--- src/hw/opc_pkg.sv ---
// shared constants, address map and carrier types for the operator panel i/o block
// Function
// - processor clock is crystal divided by four
// - interrupts from timer, trackball, remote, serial ports
// - reset from host line, button or power-up
// - low addresses are i/o, upper RAM and ROM
// - read-only board part and revision location
// - sounder sounds while its output is low
// - backlight forced on when ambient light low
// - held key boosts its own lamp current
// - trackball moves interrupt; quadrature lines readable
// - both toggle switch states readable
// - remote distinguishes up to 32 key codes
// - remote code on five lines with valid strobe
// - eight sliders converted, new value every 9 ms
// - slider values kept in dual-port memory
// - 23 by 8 key matrix, row per address
// - column reads zero when key pressed
// - encoders read in pairs as 4-bit gray
// - separate enables for both character displays
// - adapter gives two 8-bit parallel ports
// - two serial ports: host link and recorder
package opc_pkg;

	// clock and derived timing
	localparam int unsigned CLK_HZ       = 200_000_000;
	localparam int unsigned CPU_DIV      = 4;
	localparam int unsigned SLIDER_MS    = 9;
	localparam int unsigned SLIDER_CYC   = (CLK_HZ / 1000) * SLIDER_MS;
	localparam int unsigned RST_SYNC     = 2;

	// panel sizes
	localparam int unsigned KEY_ROWS     = 23;
	localparam int unsigned KEY_COLS     = 8;
	localparam int unsigned KEY_MAX      = 192;
	localparam int unsigned REMOTE_KEYS  = 32;
	localparam int unsigned REMOTE_W     = 5;
	localparam int unsigned SLIDERS      = 8;
	localparam int unsigned ENCODERS     = 8;
	localparam int unsigned ENC_W        = 4;

	// address map: i/o below RAM_BASE, ROM from ROM_BASE
	localparam logic [15:0] KEY_BASE     = 16'h0000;
	localparam logic [15:0] ENC_BASE     = 16'h0020;
	localparam logic [15:0] SLIDER_BASE  = 16'h0030;
	localparam logic [15:0] ADP_BASE     = 16'h0040;
	localparam logic [15:0] BOARD_ID_ADR = 16'h0050;
	localparam logic [15:0] SERIAL_BASE  = 16'h0060;
	localparam logic [15:0] LCD_A_BASE   = 16'h0070;
	localparam logic [15:0] LCD_B_BASE   = 16'h0078;
	localparam logic [15:0] RAM_BASE     = 16'h1000;
	localparam logic [15:0] ROM_BASE     = 16'h8000;

	// adapter register indices
	localparam logic [3:0]  ADP_PORT_A   = 4'h0;
	localparam logic [3:0]  ADP_PORT_B   = 4'h1;
	localparam logic [3:0]  ADP_IFLAG    = 4'h2;
	localparam logic [3:0]  ADP_IENABLE  = 4'h3;
	localparam logic [3:0]  ADP_TMR_LO   = 4'h4;
	localparam logic [3:0]  ADP_TMR_HI   = 4'h5;

	// port b output bits and interrupt flag bits
	localparam int unsigned PB_SOUNDER   = 0;
	localparam int unsigned PB_BACKLIGHT = 1;
	localparam int unsigned IF_TIMER     = 0;
	localparam int unsigned IF_TRACK     = 1;
	localparam int unsigned IF_REMOTE    = 2;

	// reset values
	localparam logic [7:0]  PB_RESET     = 8'hFF;
	localparam logic [2:0]  IE_RESET     = 3'h0;
	localparam logic [15:0] TMR_RESET    = 16'hFFFF;
	localparam logic [7:0]  UNMAPPED     = 8'hFF;

	// processor bus request carrier
	typedef struct packed {
		logic [15:0] addr;
		logic [7:0]  wdata;
		logic        wr;
		logic        rd;
	} opc_bus_req_t;

	// chip selects toward external parts
	typedef struct packed {
		logic ram;
		logic rom;
		logic serial;
		logic lcd_a;
		logic lcd_b;
	} opc_sel_t;

endpackage : opc_pkg

--- src/hw/opc_clkrst.sv ---
// processor clock enable divider and panel reset combiner
`timescale 1ns/1ps
`default_nettype none
module opc_clkrst (
	input  wire logic clk,
	input  wire logic arst_n,
	input  wire logic host_panel_reset_n,
	input  wire logic local_reset_button,
	output logic      cpu_en,
	output logic      cpu_rst_n
);
	logic [1:0] div_reg, div_next;     // quarter-rate counter
	logic [1:0] hsync_reg, hsync_next; // host reset synchroniser
	logic [1:0] bsync_reg, bsync_next; // button synchroniser
	logic       rst_reg, rst_next;     // combined reset, active low

	// next values; power-up is the async reset itself
	always_comb
	begin
		div_next   = div_reg + 2'h1;
		hsync_next = {hsync_reg[0], host_panel_reset_n};
		bsync_next = {bsync_reg[0], local_reset_button};
		// only the second stage is looked at
		rst_next   = hsync_reg[1] & ~bsync_reg[1];
	end

	always_ff @(posedge clk or negedge arst_n)
	begin
		if (!arst_n)
		begin
			div_reg   <= 2'h0;
			hsync_reg <= 2'h0;
			bsync_reg <= 2'h3;
			rst_reg   <= 1'b0;
		end
		else
		begin
			div_reg   <= div_next;
			hsync_reg <= hsync_next;
			bsync_reg <= bsync_next;
			rst_reg   <= rst_next;
		end
	end

	assign cpu_en    = (div_reg == 2'h3);
	assign cpu_rst_n = rst_reg;
endmodule : opc_clkrst
`default_nettype wire

--- src/hw/opc_panel_io.sv ---
// operator panel i/o controller: decoder, key matrix, adapter ports, readback
`timescale 1ns/1ps
`default_nettype none
module opc_panel_io #(
	parameter int unsigned SLIDER_PERIOD = opc_pkg::SLIDER_CYC,
	parameter logic [7:0]  BOARD_ID      = 8'h21, // arbitrary part/revision value
	parameter int unsigned ROWS          = opc_pkg::KEY_ROWS,
	parameter int unsigned NENC          = opc_pkg::ENCODERS
) (
	input  wire logic                          MCLK,
	input  wire logic                          ARST_N,
	input  wire logic                          HOST_PANEL_RESET_N,
	input  wire logic                          LOCAL_RESET_BUTTON,
	output logic                               CPU_CLK_EN,
	output logic                               CPU_RESET_N,
	input  wire opc_pkg::opc_bus_req_t         CPU_REQ,
	output logic [7:0]                         CPU_RDATA,
	output opc_pkg::opc_sel_t                  CHIP_SEL,
	input  wire logic [1:0]                    SERIAL_IRQ,
	output logic                               CPU_IRQ,
	input  wire logic [ROWS*8-1:0]             KEY_MATRIX_N,
	output logic [ROWS*8-1:0]                  KEY_LAMP_BOOST_N,
	input  wire logic [NENC*4-1:0]             ENC_GRAY,
	input  wire logic [3:0]                    TRACK_QUAD,
	input  wire logic [1:0]                    TOGGLE_SW,
	input  wire logic [4:0]                    REMOTE_CODE,
	input  wire logic                          REMOTE_CODE_VALID_N,
	input  wire logic                          AMBIENT_LIGHT_SENSOR,
	output logic                               SOUNDER_ON_N,
	output logic                               BACKLIGHT_ON_N,
	input  wire logic [7:0]                    SLIDER_DATA,
	output logic [2:0]                         SLIDER_CH,
	output logic                               SLIDER_SAMPLE
);
	logic        cpu_en;     // 50 MHz processor enable
	logic        cpu_rst_n;  // panel reset, synchronous to MCLK
	logic [7:0]  slider_rd;  // slider value at read address
	logic [15:0] a;          // request address shorthand
	logic        io_rd;      // read inside the i/o region
	logic        io_wr;      // write inside the i/o region

	assign a     = CPU_REQ.addr;
	assign io_rd = CPU_REQ.rd && (a < opc_pkg::RAM_BASE);
	assign io_wr = CPU_REQ.wr && (a < opc_pkg::RAM_BASE);

	// clock enable and reset source
	opc_clkrst u_clkrst (
		.clk                (MCLK),
		.arst_n             (ARST_N),
		.host_panel_reset_n (HOST_PANEL_RESET_N),
		.local_reset_button (LOCAL_RESET_BUTTON),
		.cpu_en             (cpu_en),
		.cpu_rst_n          (cpu_rst_n)
	);

	// slider converter with its own value store
	opc_slider_conv #(
		.PERIOD (SLIDER_PERIOD),
		.CHANS  (opc_pkg::SLIDERS)
	) u_slider (
		.clk      (MCLK),
		.arst_n   (ARST_N),
		.adc_data (SLIDER_DATA),
		.rd_ch    (a[2:0]),
		.cur_ch   (SLIDER_CH),
		.sample   (SLIDER_SAMPLE),
		.rd_data  (slider_rd)
	);

	assign CPU_CLK_EN  = cpu_en;
	assign CPU_RESET_N = cpu_rst_n;

	// ------------------------------------------------------------
	// chip select decode; upper regions go to stack RAM and ROM
	// ------------------------------------------------------------
	always_comb
	begin
		CHIP_SEL        = '0;
		CHIP_SEL.rom    = (a >= opc_pkg::ROM_BASE);
		CHIP_SEL.ram    = (a >= opc_pkg::RAM_BASE) && (a < opc_pkg::ROM_BASE);
		// serial controller: one channel host link, the other recorder
		CHIP_SEL.serial = (a[15:4] == opc_pkg::SERIAL_BASE[15:4]);
		// each display module has its own enable
		CHIP_SEL.lcd_a  = (a[15:3] == opc_pkg::LCD_A_BASE[15:3]);
		CHIP_SEL.lcd_b  = (a[15:3] == opc_pkg::LCD_B_BASE[15:3]);
	end

	// ------------------------------------------------------------
	// key matrix: sample, confirm on two equal scans, lamp boost
	// ------------------------------------------------------------
	logic [ROWS*8-1:0] key_smp_reg, key_smp_next; // last scan sample
	logic [ROWS*8-1:0] key_st_reg, key_st_next;   // confirmed state, low = pressed
	logic [ROWS*8-1:0] lamp_reg, lamp_next;       // lamp boost outputs

	// one scan per processor enable; a row changes only when two agree
	genvar gr;
	generate
		for (gr = 0; gr < ROWS; gr++)
		begin : g_row
			always_comb
			begin
				key_smp_next[gr*8 +: 8] = cpu_en ? KEY_MATRIX_N[gr*8 +: 8] : key_smp_reg[gr*8 +: 8];
				key_st_next[gr*8 +: 8]  = key_st_reg[gr*8 +: 8];
				if (cpu_en && (KEY_MATRIX_N[gr*8 +: 8] == key_smp_reg[gr*8 +: 8]))
					key_st_next[gr*8 +: 8] = key_smp_reg[gr*8 +: 8];
				// lamp follows the raw column level of a held key
				lamp_next[gr*8 +: 8] = KEY_MATRIX_N[gr*8 +: 8];
			end
		end
	endgenerate

	// idle lines are pulled high, so reset to all released
	always_ff @(posedge MCLK or negedge ARST_N)
	begin
		if (!ARST_N)
		begin
			key_smp_reg <= '1;
			key_st_reg  <= '1;
			lamp_reg    <= '1;
		end
		else
		begin
			key_smp_reg <= key_smp_next;
			key_st_reg  <= key_st_next;
			lamp_reg    <= lamp_next;
		end
	end

	assign KEY_LAMP_BOOST_N = lamp_reg;

	// ------------------------------------------------------------
	// parallel interface adapter: two ports, flags, enables, timer
	// ------------------------------------------------------------
	logic [7:0]  pb_reg, pb_next;         // port b output latch
	logic [2:0]  ifl_reg, ifl_next;       // sticky interrupt flags
	logic [2:0]  ie_reg, ie_next;         // interrupt enables
	logic [15:0] tmr_reg, tmr_next;       // running timer
	logic [15:0] tld_reg, tld_next;       // timer reload value
	logic [3:0]  quad_reg, quad_next;     // last trackball lines
	logic        rvn_reg, rvn_next;       // last remote strobe
	logic [4:0]  rcode_reg, rcode_next;   // captured remote key code
	logic        bl_reg, bl_next;         // backlight output
	logic        irq_reg, irq_next;       // processor interrupt
	logic        adp_wr;                  // write hits the adapter
	logic [3:0]  adp_idx;                 // adapter register index
	logic [2:0]  ev;                      // events seen this cycle

	assign adp_wr  = io_wr && (a[15:4] == opc_pkg::ADP_BASE[15:4]);
	assign adp_idx = a[3:0];

	always_comb
	begin
		// events: timer wrap, trackball motion, new remote key
		ev = 3'h0;
		ev[opc_pkg::IF_TIMER]  = cpu_en && (tmr_reg == 16'h0000);
		ev[opc_pkg::IF_TRACK]  = (TRACK_QUAD != quad_reg);
		ev[opc_pkg::IF_REMOTE] = rvn_reg && !REMOTE_CODE_VALID_N;
		pb_next    = pb_reg;
		ie_next    = ie_reg;
		tld_next   = tld_reg;
		ifl_next   = ifl_reg;
		quad_next  = TRACK_QUAD;
		rvn_next   = REMOTE_CODE_VALID_N;
		rcode_next = ev[opc_pkg::IF_REMOTE] ? REMOTE_CODE : rcode_reg;
		tmr_next   = cpu_en ? ((tmr_reg == 16'h0000) ? tld_reg : tmr_reg - 16'h0001) : tmr_reg;
		if (adp_wr)
		begin
			case (adp_idx)
				opc_pkg::ADP_PORT_B:  pb_next = CPU_REQ.wdata;
				opc_pkg::ADP_IFLAG:   ifl_next = ifl_reg & ~CPU_REQ.wdata[2:0];
				opc_pkg::ADP_IENABLE: ie_next = CPU_REQ.wdata[2:0];
				opc_pkg::ADP_TMR_LO:  tld_next[7:0] = CPU_REQ.wdata;
				opc_pkg::ADP_TMR_HI:
				begin
					// high byte write restarts the count
					tld_next[15:8] = CPU_REQ.wdata;
					tmr_next       = {CPU_REQ.wdata, tld_reg[7:0]};
				end
				default: ;
			endcase
		end
		// a flag raised in the clearing cycle survives
		ifl_next = ifl_next | ev;
		// dark room forces the backlight on regardless of port b
		bl_next  = pb_reg[opc_pkg::PB_BACKLIGHT] & ~AMBIENT_LIGHT_SENSOR;
		// adapter sources plus both serial channels
		irq_next = |(ifl_reg & ie_reg) | (|SERIAL_IRQ);
		// panel reset returns the adapter to its idle state
		if (!cpu_rst_n)
		begin
			pb_next  = opc_pkg::PB_RESET;
			ie_next  = opc_pkg::IE_RESET;
			ifl_next = 3'h0;
			tmr_next = opc_pkg::TMR_RESET;
			tld_next = opc_pkg::TMR_RESET;
			irq_next = 1'b0;
		end
	end

	always_ff @(posedge MCLK or negedge ARST_N)
	begin
		if (!ARST_N)
		begin
			pb_reg    <= opc_pkg::PB_RESET;
			ifl_reg   <= 3'h0;
			ie_reg    <= opc_pkg::IE_RESET;
			tmr_reg   <= opc_pkg::TMR_RESET;
			tld_reg   <= opc_pkg::TMR_RESET;
			quad_reg  <= 4'h0;
			rvn_reg   <= 1'b1;
			rcode_reg <= 5'h00;
			bl_reg    <= 1'b1;
			irq_reg   <= 1'b0;
		end
		else
		begin
			pb_reg    <= pb_next;
			ifl_reg   <= ifl_next;
			ie_reg    <= ie_next;
			tmr_reg   <= tmr_next;
			tld_reg   <= tld_next;
			quad_reg  <= quad_next;
			rvn_reg   <= rvn_next;
			rcode_reg <= rcode_next;
			bl_reg    <= bl_next;
			irq_reg   <= irq_next;
		end
	end

	// sounder is on whenever its latch bit is low
	assign SOUNDER_ON_N   = pb_reg[opc_pkg::PB_SOUNDER];
	assign BACKLIGHT_ON_N = bl_reg;
	assign CPU_IRQ        = irq_reg;

	// ------------------------------------------------------------
	// read data: registered one cycle after the read strobe
	// ------------------------------------------------------------
	logic [7:0] rd_reg, rd_next; // read data latch
	logic [4:0] row_idx;         // key row within the window
	logic [7:0] enc_pair;        // two encoders at one address
	int unsigned ei;             // first encoder of the pair

	always_comb
	begin
		row_idx  = a[4:0];
		ei       = {29'h0, a[2:0]} * 2;
		enc_pair = 8'hFF;
		// unused encoder slots read as all ones
		if (ei + 1 < NENC)
			enc_pair = {ENC_GRAY[(ei+1)*4 +: 4], ENC_GRAY[ei*4 +: 4]};
		rd_next = rd_reg;
		if (io_rd)
		begin
			rd_next = opc_pkg::UNMAPPED;
			if (a[15:5] == opc_pkg::KEY_BASE[15:5] && row_idx < ROWS)
				rd_next = key_st_reg[row_idx*8 +: 8];
			else if (a[15:3] == opc_pkg::ENC_BASE[15:3])
				rd_next = enc_pair;
			else if (a[15:3] == opc_pkg::SLIDER_BASE[15:3])
				rd_next = slider_rd;
			else if (a == opc_pkg::BOARD_ID_ADR)
				rd_next = BOARD_ID;
			else if (a[15:4] == opc_pkg::ADP_BASE[15:4])
			begin
				case (adp_idx)
					// port a: remote code, strobe and toggles
					opc_pkg::ADP_PORT_A:  rd_next = {TOGGLE_SW, REMOTE_CODE_VALID_N, rcode_reg};
					// port b: latch bits plus trackball quadrature
					opc_pkg::ADP_PORT_B:  rd_next = {pb_reg[7:6], TRACK_QUAD, pb_reg[1:0]};
					opc_pkg::ADP_IFLAG:   rd_next = {5'h00, ifl_reg};
					opc_pkg::ADP_IENABLE: rd_next = {5'h00, ie_reg};
					opc_pkg::ADP_TMR_LO:  rd_next = tmr_reg[7:0];
					opc_pkg::ADP_TMR_HI:  rd_next = tmr_reg[15:8];
					default:              rd_next = opc_pkg::UNMAPPED;
				endcase
			end
		end
	end

	always_ff @(posedge MCLK or negedge ARST_N)
	begin
		if (!ARST_N)
			rd_reg <= 8'h00;
		else
			rd_reg <= rd_next;
	end

	assign CPU_RDATA = rd_reg;
endmodule : opc_panel_io
`default_nettype wire

--- src/hw/opc_slider_conv.sv ---
// slider conversion sequencer with its own dual-port value store
`timescale 1ns/1ps
`default_nettype none
module opc_slider_conv #(
	parameter int unsigned PERIOD = opc_pkg::SLIDER_CYC,
	parameter int unsigned CHANS  = opc_pkg::SLIDERS
) (
	input  wire logic       clk,
	input  wire logic       arst_n,
	input  wire logic [7:0] adc_data,
	input  wire logic [2:0] rd_ch,
	output logic [2:0]      cur_ch,
	output logic            sample,
	output logic [7:0]      rd_data
);
	logic [31:0] cnt_reg, cnt_next; // period counter
	logic [2:0]  ch_reg, ch_next;   // channel being converted
	logic [7:0]  mem [CHANS];       // converted values, one per slider
	logic        tick;              // end of one conversion period

	assign tick = (cnt_reg == PERIOD - 1);

	// period and channel rotation
	always_comb
	begin
		cnt_next = tick ? 32'h0 : cnt_reg + 32'h1;
		ch_next  = tick ? ch_reg + 3'h1 : ch_reg;
	end

	always_ff @(posedge clk or negedge arst_n)
	begin
		if (!arst_n)
		begin
			cnt_reg <= 32'h0;
			ch_reg  <= 3'h0;
		end
		else
		begin
			cnt_reg <= cnt_next;
			ch_reg  <= ch_next;
		end
	end

	// write side stores a result; no reset so it maps onto ram
	always_ff @(posedge clk)
	begin
		if (tick)
			mem[ch_reg] <= adc_data;
	end

	// read side is independent of conversion timing
	assign rd_data = mem[rd_ch];
	assign cur_ch  = ch_reg;
	assign sample  = tick;
endmodule : opc_slider_conv
`default_nettype wire

--- config.mk ---
export PLATFORM = sky130hd
export DESIGN_NAME = opc_panel_io
export DESIGN_NICKNAME = d
export VERILOG_FILES = /design/src/hw/opc_pkg.sv /design/src/hw/opc_clkrst.sv /design/src/hw/opc_panel_io.sv /design/src/hw/opc_slider_conv.sv
export SDC_FILE = /design/constraint.sdc
export NUM_CORES = 1
export LEC_CHECK = 0
export ABC_CLOCK_PERIOD_IN_PS = 3340
export BUFFER_PORTS_ARGS = -buffer_cell sky130_fd_sc_hd__buf_4
export CAP_MARGIN = 5
export CORE_MARGIN = 2
export CORE_UTILIZATION = 55
export DETAILED_ROUTE_END_ITERATION = 8
export PLACE_DENSITY = 0.8
export SLEW_MARGIN = 20
export SYNTH_ARGS = -nofsm -noshare
export SYNTH_HDL_FRONTEND = slang
export SYNTH_SLANG_ARGS = --single-unit
--- constraint.sdc ---
create_clock -name MCLK -period 3.34 [get_ports MCLK]
set_input_delay 0.334 -clock MCLK [delete_from_list [all_inputs] [get_ports MCLK]]
set_output_delay 0.334 -clock MCLK [all_outputs]
set_load 0.01 [all_outputs]
Word level (Yosys, flattened, before mapping)
Memory sizes are Yosys's and may differ from the RTL's.
Cells that the tools add are included.

word-level totals
  flip-flop bits (word level) = 660
  bits in read-only memories = 0
  bits of input ports = 269
  word-level logic and storage cells = 179
  RAM bits = 64
  memories kept = 1
  output and inout bits = 206
  latch bits = 0

memory list
  name          words  width  rd ports  clocked after memory_dff  write ports  RTL line               source
  u_slider.mem  8      8      1         0                         1            opc_slider_conv.sv:18  logic [7:0] mem [CHANS];

cells by class
  reduce and logical (&&, ||, !) cells = 40
  mux-type cells = 29
  multipliers = 0
  $add $sub $neg = 5
  equal/unequal tests = 43
  shift operators = 3
  bitwise gates (word level) = 9
  div/mod/pow operators = 0
  $lt $le $gt $ge = 6

operators with widths
  cell                                                                                   number
  8-bit == test                                                                          23
  184-bit by 9-bit variable part select with 8-bit output                                1
  16-bit 2-to-1 mux                                                                      7
  8-bit 2-to-1 mux                                                                       11
  8-bit one-hot mux with 6 select lines                                                  1
  32-bit by 1-bit adder with 32-bit output, second input constant                        1
  32-bit by 21-bit == test with 1-bit output, second input constant                      1
  32-bit by 4-bit < comparator with 1-bit output, second input constant                  1
  32-bit 2-to-1 mux                                                                      1
  32-bit by 7-bit variable part select with 4-bit output                                 1
  32-bit by 8-bit variable part select with 4-bit output                                 1
  1-bit logical AND                                                                      30
  13-bit by 3-bit == test with 1-bit output, second input constant                       2
  13-bit by 4-bit == test with 1-bit output, second input constant                       2
  12-bit by 3-bit == test with 1-bit output, second input constant                       2
  3-bit 2-to-1 mux                                                                       6
  16-bit by 7-bit == test with 1-bit output, second input constant                       1
  16-bit by 13-bit greater-or-equal comparator with 1-bit output, second input constant  1
  16-bit greater-or-equal comparator, second input constant                              1
  16-bit logical NOT                                                                     1
  16-bit by 13-bit < comparator with 1-bit output, second input constant                 1
  16-bit < comparator, second input constant                                             1
  16-bit by 1-bit subtractor with 16-bit output, second input constant                   1
  11-bit logical NOT                                                                     1
  22 further kinds                                                                       36

Longest topological paths before layout
  word-level depth = 7
  depth in mapped cells = 9
  depth with buffers taken out = 8

Cells and area by module
A second synthesis with hierarchy kept.

unflattened totals
  cells, all modules = 2026
  area total of the unflattened synthesis = 30955.9 sq um

modules (own cells, without submodules)
  module           area each (sq um)  sequential area each (sq um)  instances  cells each
  opc_panel_io     26583.0            16102.9                       1          1761
  opc_slider_conv  4165.2             2797.7                        1          255
  opc_clkrst       207.7              177.7                         1          10

Least setup slack after synthesis
Ideal clock, no wire load.

  path type = flip-flop to flip-flop
  from = register u_slider.cnt_reg[0]
  to = memory u_slider.mem[3][0] (enable)
  stages on the path, launching flop included = 6
  buffers on the path = 0
  setup time = 0.385 ns
  period minus slack after synthesis = 2.685 ns
  required time = 2.955 ns
  arrival time = 2.300 ns
  slack = 0.655 ns
  cell sequence = dfrtp_1 -> ha_1 -> nand3_2 -> nor4_1 -> nand2_1 -> nor3b_1

on the way
  word-level cells in the longest chain between the ends = 3

ends and longest elaborated chain
  element                                     RTL line               source
  start: declaration                          opc_slider_conv.sv:16  logic [31:0] cnt_reg, cnt_next;
  start signal: assignment                    opc_slider_conv.sv:39  cnt_reg <= cnt_next;
  32-bit by 21-bit == test with 1-bit output  opc_slider_conv.sv:21  assign tick = (cnt_reg == PERIOD - 1);
  via SLIDER_SAMPLE                           opc_panel_io.sv:33     output logic SLIDER_SAMPLE
  1-bit 2-to-1 mux                            opc_slider_conv.sv:47  if (tick)
  1-bit 2-to-1 mux (implied by the code)      opc_slider_conv.sv:48  mem[ch_reg] <= adc_data;
  end: declaration                            opc_slider_conv.sv:18

The timed path passes the listed nets, and every way through them passes these cells.

Worst setup path after layout
  from = register u_slider.cnt_reg[27]
  to = output SLIDER_SAMPLE

on the way
  word-level cells in the longest chain between the ends = 1

ends and longest elaborated chain
  element                                     RTL line
  32-bit by 21-bit == test with 1-bit output  opc_slider_conv.sv:21
  end: declaration                            opc_panel_io.sv:33

Every way passes these cells.

==> impl_metrics.py <==
metrics = {
    "yosys": {
        "synth_top_cell_by_area": "dfstp_2",
        "synth.ff_latch_count": 720,
        "synthArstFlopShare_pct": 91.1,
        "synth_area_leaders": "dfstp_2 51%, mux2_2 14%, edfxtp_1 6.3%",
        "syn_inst": 2004,
        "yosys.area.top_type_share_pct": 50.9,
        "syn_area_mm2": 0.0306,
        "avgSynthCellArea_um2": 15.3,
        "yosysWarnings": 0,
        "synth.distinct_cells": 70,
        "synth_edf_count": 64,
        "syn-num-nets": 2278,
        "ys.flop_type": "dfstp_2",
        "ys_seq_area_share_pct": 62.4,
    },
    "placed_design": {
        "gp_congestion": 0.956,
        "place_hpwl_mm": 56.3,
        "portBuffers": 474,
    },
    "sta": {
        "fin_skew_ps": 20.4,
        "finalSetupViolCount": 0,
        "slew_headroom_pct": 34.0,
        "worst-slew-pin-transition_ps": 981,
        "timing.final.crit_share_pct": 80.3,
        "tns_ps": 0,
        "fmax_ghz": 0.373,
        "drv_slew": 0,
        "hold_ws_ps": 22.7,
        "grt_setup_unrepaired": "false",
        "hold_viol_final": 0,
        "finalCriticalPeriod_ps": 2680,
    },
    "detailed_routing": {
        "num_vias": 20000,
        "ant_nets": 0,
        "drc": 0,
        "firstDrtPassIters": 6,
        "wl_per_cell_um": 23.7,
        "drt_iter0_drc": 1369,
        "drt_wl_total_mm": 84.5,
        "drt-vias-per-instance": 5.61,
    },
    "floorplan": {
        "initial_utilization_pct": 55.5,
        "die_h_um": 240,
        "dieWidth_um": 240,
        "floorplan.rows": 86,
        "io_pins": 475,
        "core_area_mm2": 0.0551,
        "dieArea_mm2": 0.0575,
    },
    "global_routing": {
        "grt_util_all_layers_pct": 29.6,
        "use_met2_pct": 51.4,
        "grt_max_degree": 94,
        "grtUsageMet3_pct": 4.89,
        "grt_remaining_overflow": 0,
        "grt_pass1_wl_mm": 129,
        "antenna_found_initial": 3,
        "grt_pass1_vias": 21500,
        "top_usage_layer": "met2",
        "met1_usage_pct": 37.7,
    },
    "clocking": {
        "clock_sinks": 720,
        "clk_latency_ps": 620,
        "cts_resized": 0,
        "clk_path_buf_depth": 3,
        "clk_pin_slew_worst_paths_ps": 60,
        "ctsRootBufferMaster": "clkbuf_16",
        "cts_tree": "done",
        "numCtsBuffers": 74,
        "htreeDepth": 3,
    },
    "worst_setup_path": {
        "start_kind": "flop",
        "end_kind": "primary output",
        "crit_required_ps": 3010,
        "critical_path_class": "reg2out",
        "crit_fanout": 5,
        "arrival_ps": 2350,
    },
    "final_layout": {
        "finalNetCount": 3025,
        "n_fill_cell": 3390,
        "drive_above_1_share_pct": 61.8,
        "layout-area-overhead-vs-synth_pct": 31.1,
    },
    "job": {
        "maxCapViolCount": 0,
    },
    "power_and_ir_drop": {
        "finalPower_mw": 20.4,
        "leakage_nw": 16.3,
        "peakVddDrop_mv": 0.400,
        "power_density_mw_per_mm2": 510,
    },
    "outcome": {
        "status": "complete, no violations",
    },
    "worst_hold_path": {
        "min_path_type": "in2reg",
    },
}
worst max-delay path, cell delays in order, from the launching register on:
cell	delay, ps
dfrtp_1	430
nor4_1	340
nand2_1	160
nor4_1	560
buf_4	240
cell usage in the layout, fill, tap and decap left out, types with 7 or more instances in the layout:
cell and instances:
buf_12 11, a211oi_1 9, nor4_2 24, clkbuf_1 11, bufinv_16 10, edfxtp_1 64
clkinv_2 11, clkbuf_16 76, a21oi_1 11, mux2_2 388, nor3_1 17, nor3b_1 8
mux2i_1 37, mux4_2 63, nand3_1 48, o22ai_1 9, dlygate4sd3_1 211, nand4_1 16
clkbuf_8 16, dfrtp_1 64, a31oi_1 8, o21a_1 7, o211ai_1 7, nor2b_1 16
nor4_1 32, nor2_1 90, xor2_1 186, dfstp_2 592, buf_4 517, xnor2_1 44
nand2_1 64, a221oi_1 10, inv_1 7, o21ai_0 28
what timing repair did:
action / in CTS / in global routing
hold endpoints to repair: 448 / 0
buffers inserted: 0 / 0
hold buffers: 211 / 0
layer usage:
| layer | share of wire (%) | vias to the layer above | wire length [µm] |
|---|---|---|---|
| met3 | 5.8 | 150 | 4930 |
| met4 | 3.0 | 0 | 2550 |
| met1 | 40 | 10300 | 33400 |
| li1 | - | 8768 | - |
| met5 | 0 | - | 0 |
| met2 | 52 | 726 | 43600 |
power breakdown:
part | switching, mW | internal, mW
clock network | 3.56 | 5.34
registers | 0.252 | 9.43
logic | 0.919 | 0.951
total | 4.73 | 15.7
cells in the mapped netlist (7+ instances only):
library cell / instances
dfstp_2: 592
mux2_2: 388
xor2_1: 186
nor2_1: 90
dfrtp_1: 64
edfxtp_1: 64
nand2_1: 64
mux4_2: 63
nand3_1: 48
xnor2_1: 44
mux2i_1: 37
nor4_1: 32
clkbuf_1: 31
o21ai_0: 28
nor4_2: 24
buf_2: 19
nor3_1: 17
nand4_1: 16
nor2b_1: 16
a21oi_1: 11
a221oi_1: 10
a211oi_1: 9
buf_1: 9
buf_4: 9
o22ai_1: 9
a31oi_1: 8
nor3b_1: 8
inv_1: 7
o211ai_1: 7
o21a_1: 7
cell families (layout without fill, tap and decap cells):
group | Yosys count | after routing | share of synthesized area, %
buffers and inverters | 78 | 886 | 1.17
XOR/XNOR | 230 | 230 | 6.59
AO/OA/AOI/OAI | 123 | 123 | 2.79
AND/OR/NAND/NOR | 360 | 360 | 6.74
flip-flops | 720 | 720 | 62.4
adder cells (fa/ha/maj) | 5 | 5 | 0.205
multiplexers | 488 | 488 | 20.1
other | 0 | 3 | 0
path summary, 6_finish.rpt:
path,cells past startpoint,slack [ps],startpoint,end
max,4,660,u_slider.cnt_reg[27],SLIDER_SAMPLE
min,3,20,CPU_REQ[3],tld_reg[1]
max reg2reg,6,780,u_slider.cnt_reg[27],u_slider.mem[5][7]
min reg2reg,0,360,u_clkrst.bsync_reg[0],u_clkrst.bsync_reg[1]
max in group asynchronous,2,2530,ARST_N,key_smp_reg[148]
min in group asynchronous,1,170,ARST_N,key_smp_reg[100]
per-stage QoR:
step                setup WS (ps)  utilization [%]  instances  cell area (µm²)
global route                  519             72.8       3563            40100
global placement              750             64.1       3212            35300
floorplan                     655                -       2004            30600
CTS                           690             72.8       3560            40100
finish                        657             72.8       3563            40100
detailed placement            701             64.1       3212            35300
layout make-up:
| cell class | instances | area, µm² | share of cell area (%) |
|---|---|---|---|
| clock buffer | 103 | 2160 | 5.40 |
| inverter | 8 | 30.0 | 0.0749 |
| timing repair buffer | 741 | 6240 | 15.6 |
| clock inverter | 34 | 469 | 1.17 |
| antenna | 3 | 7.51 | 0.0187 |
| multi-input combinational | 1206 | 11200 | 27.8 |
| tap | 748 | 936 | 2.33 |
| sequential | 720 | 19100 | 47.6 |
Power figures use the tool's default switching activity.
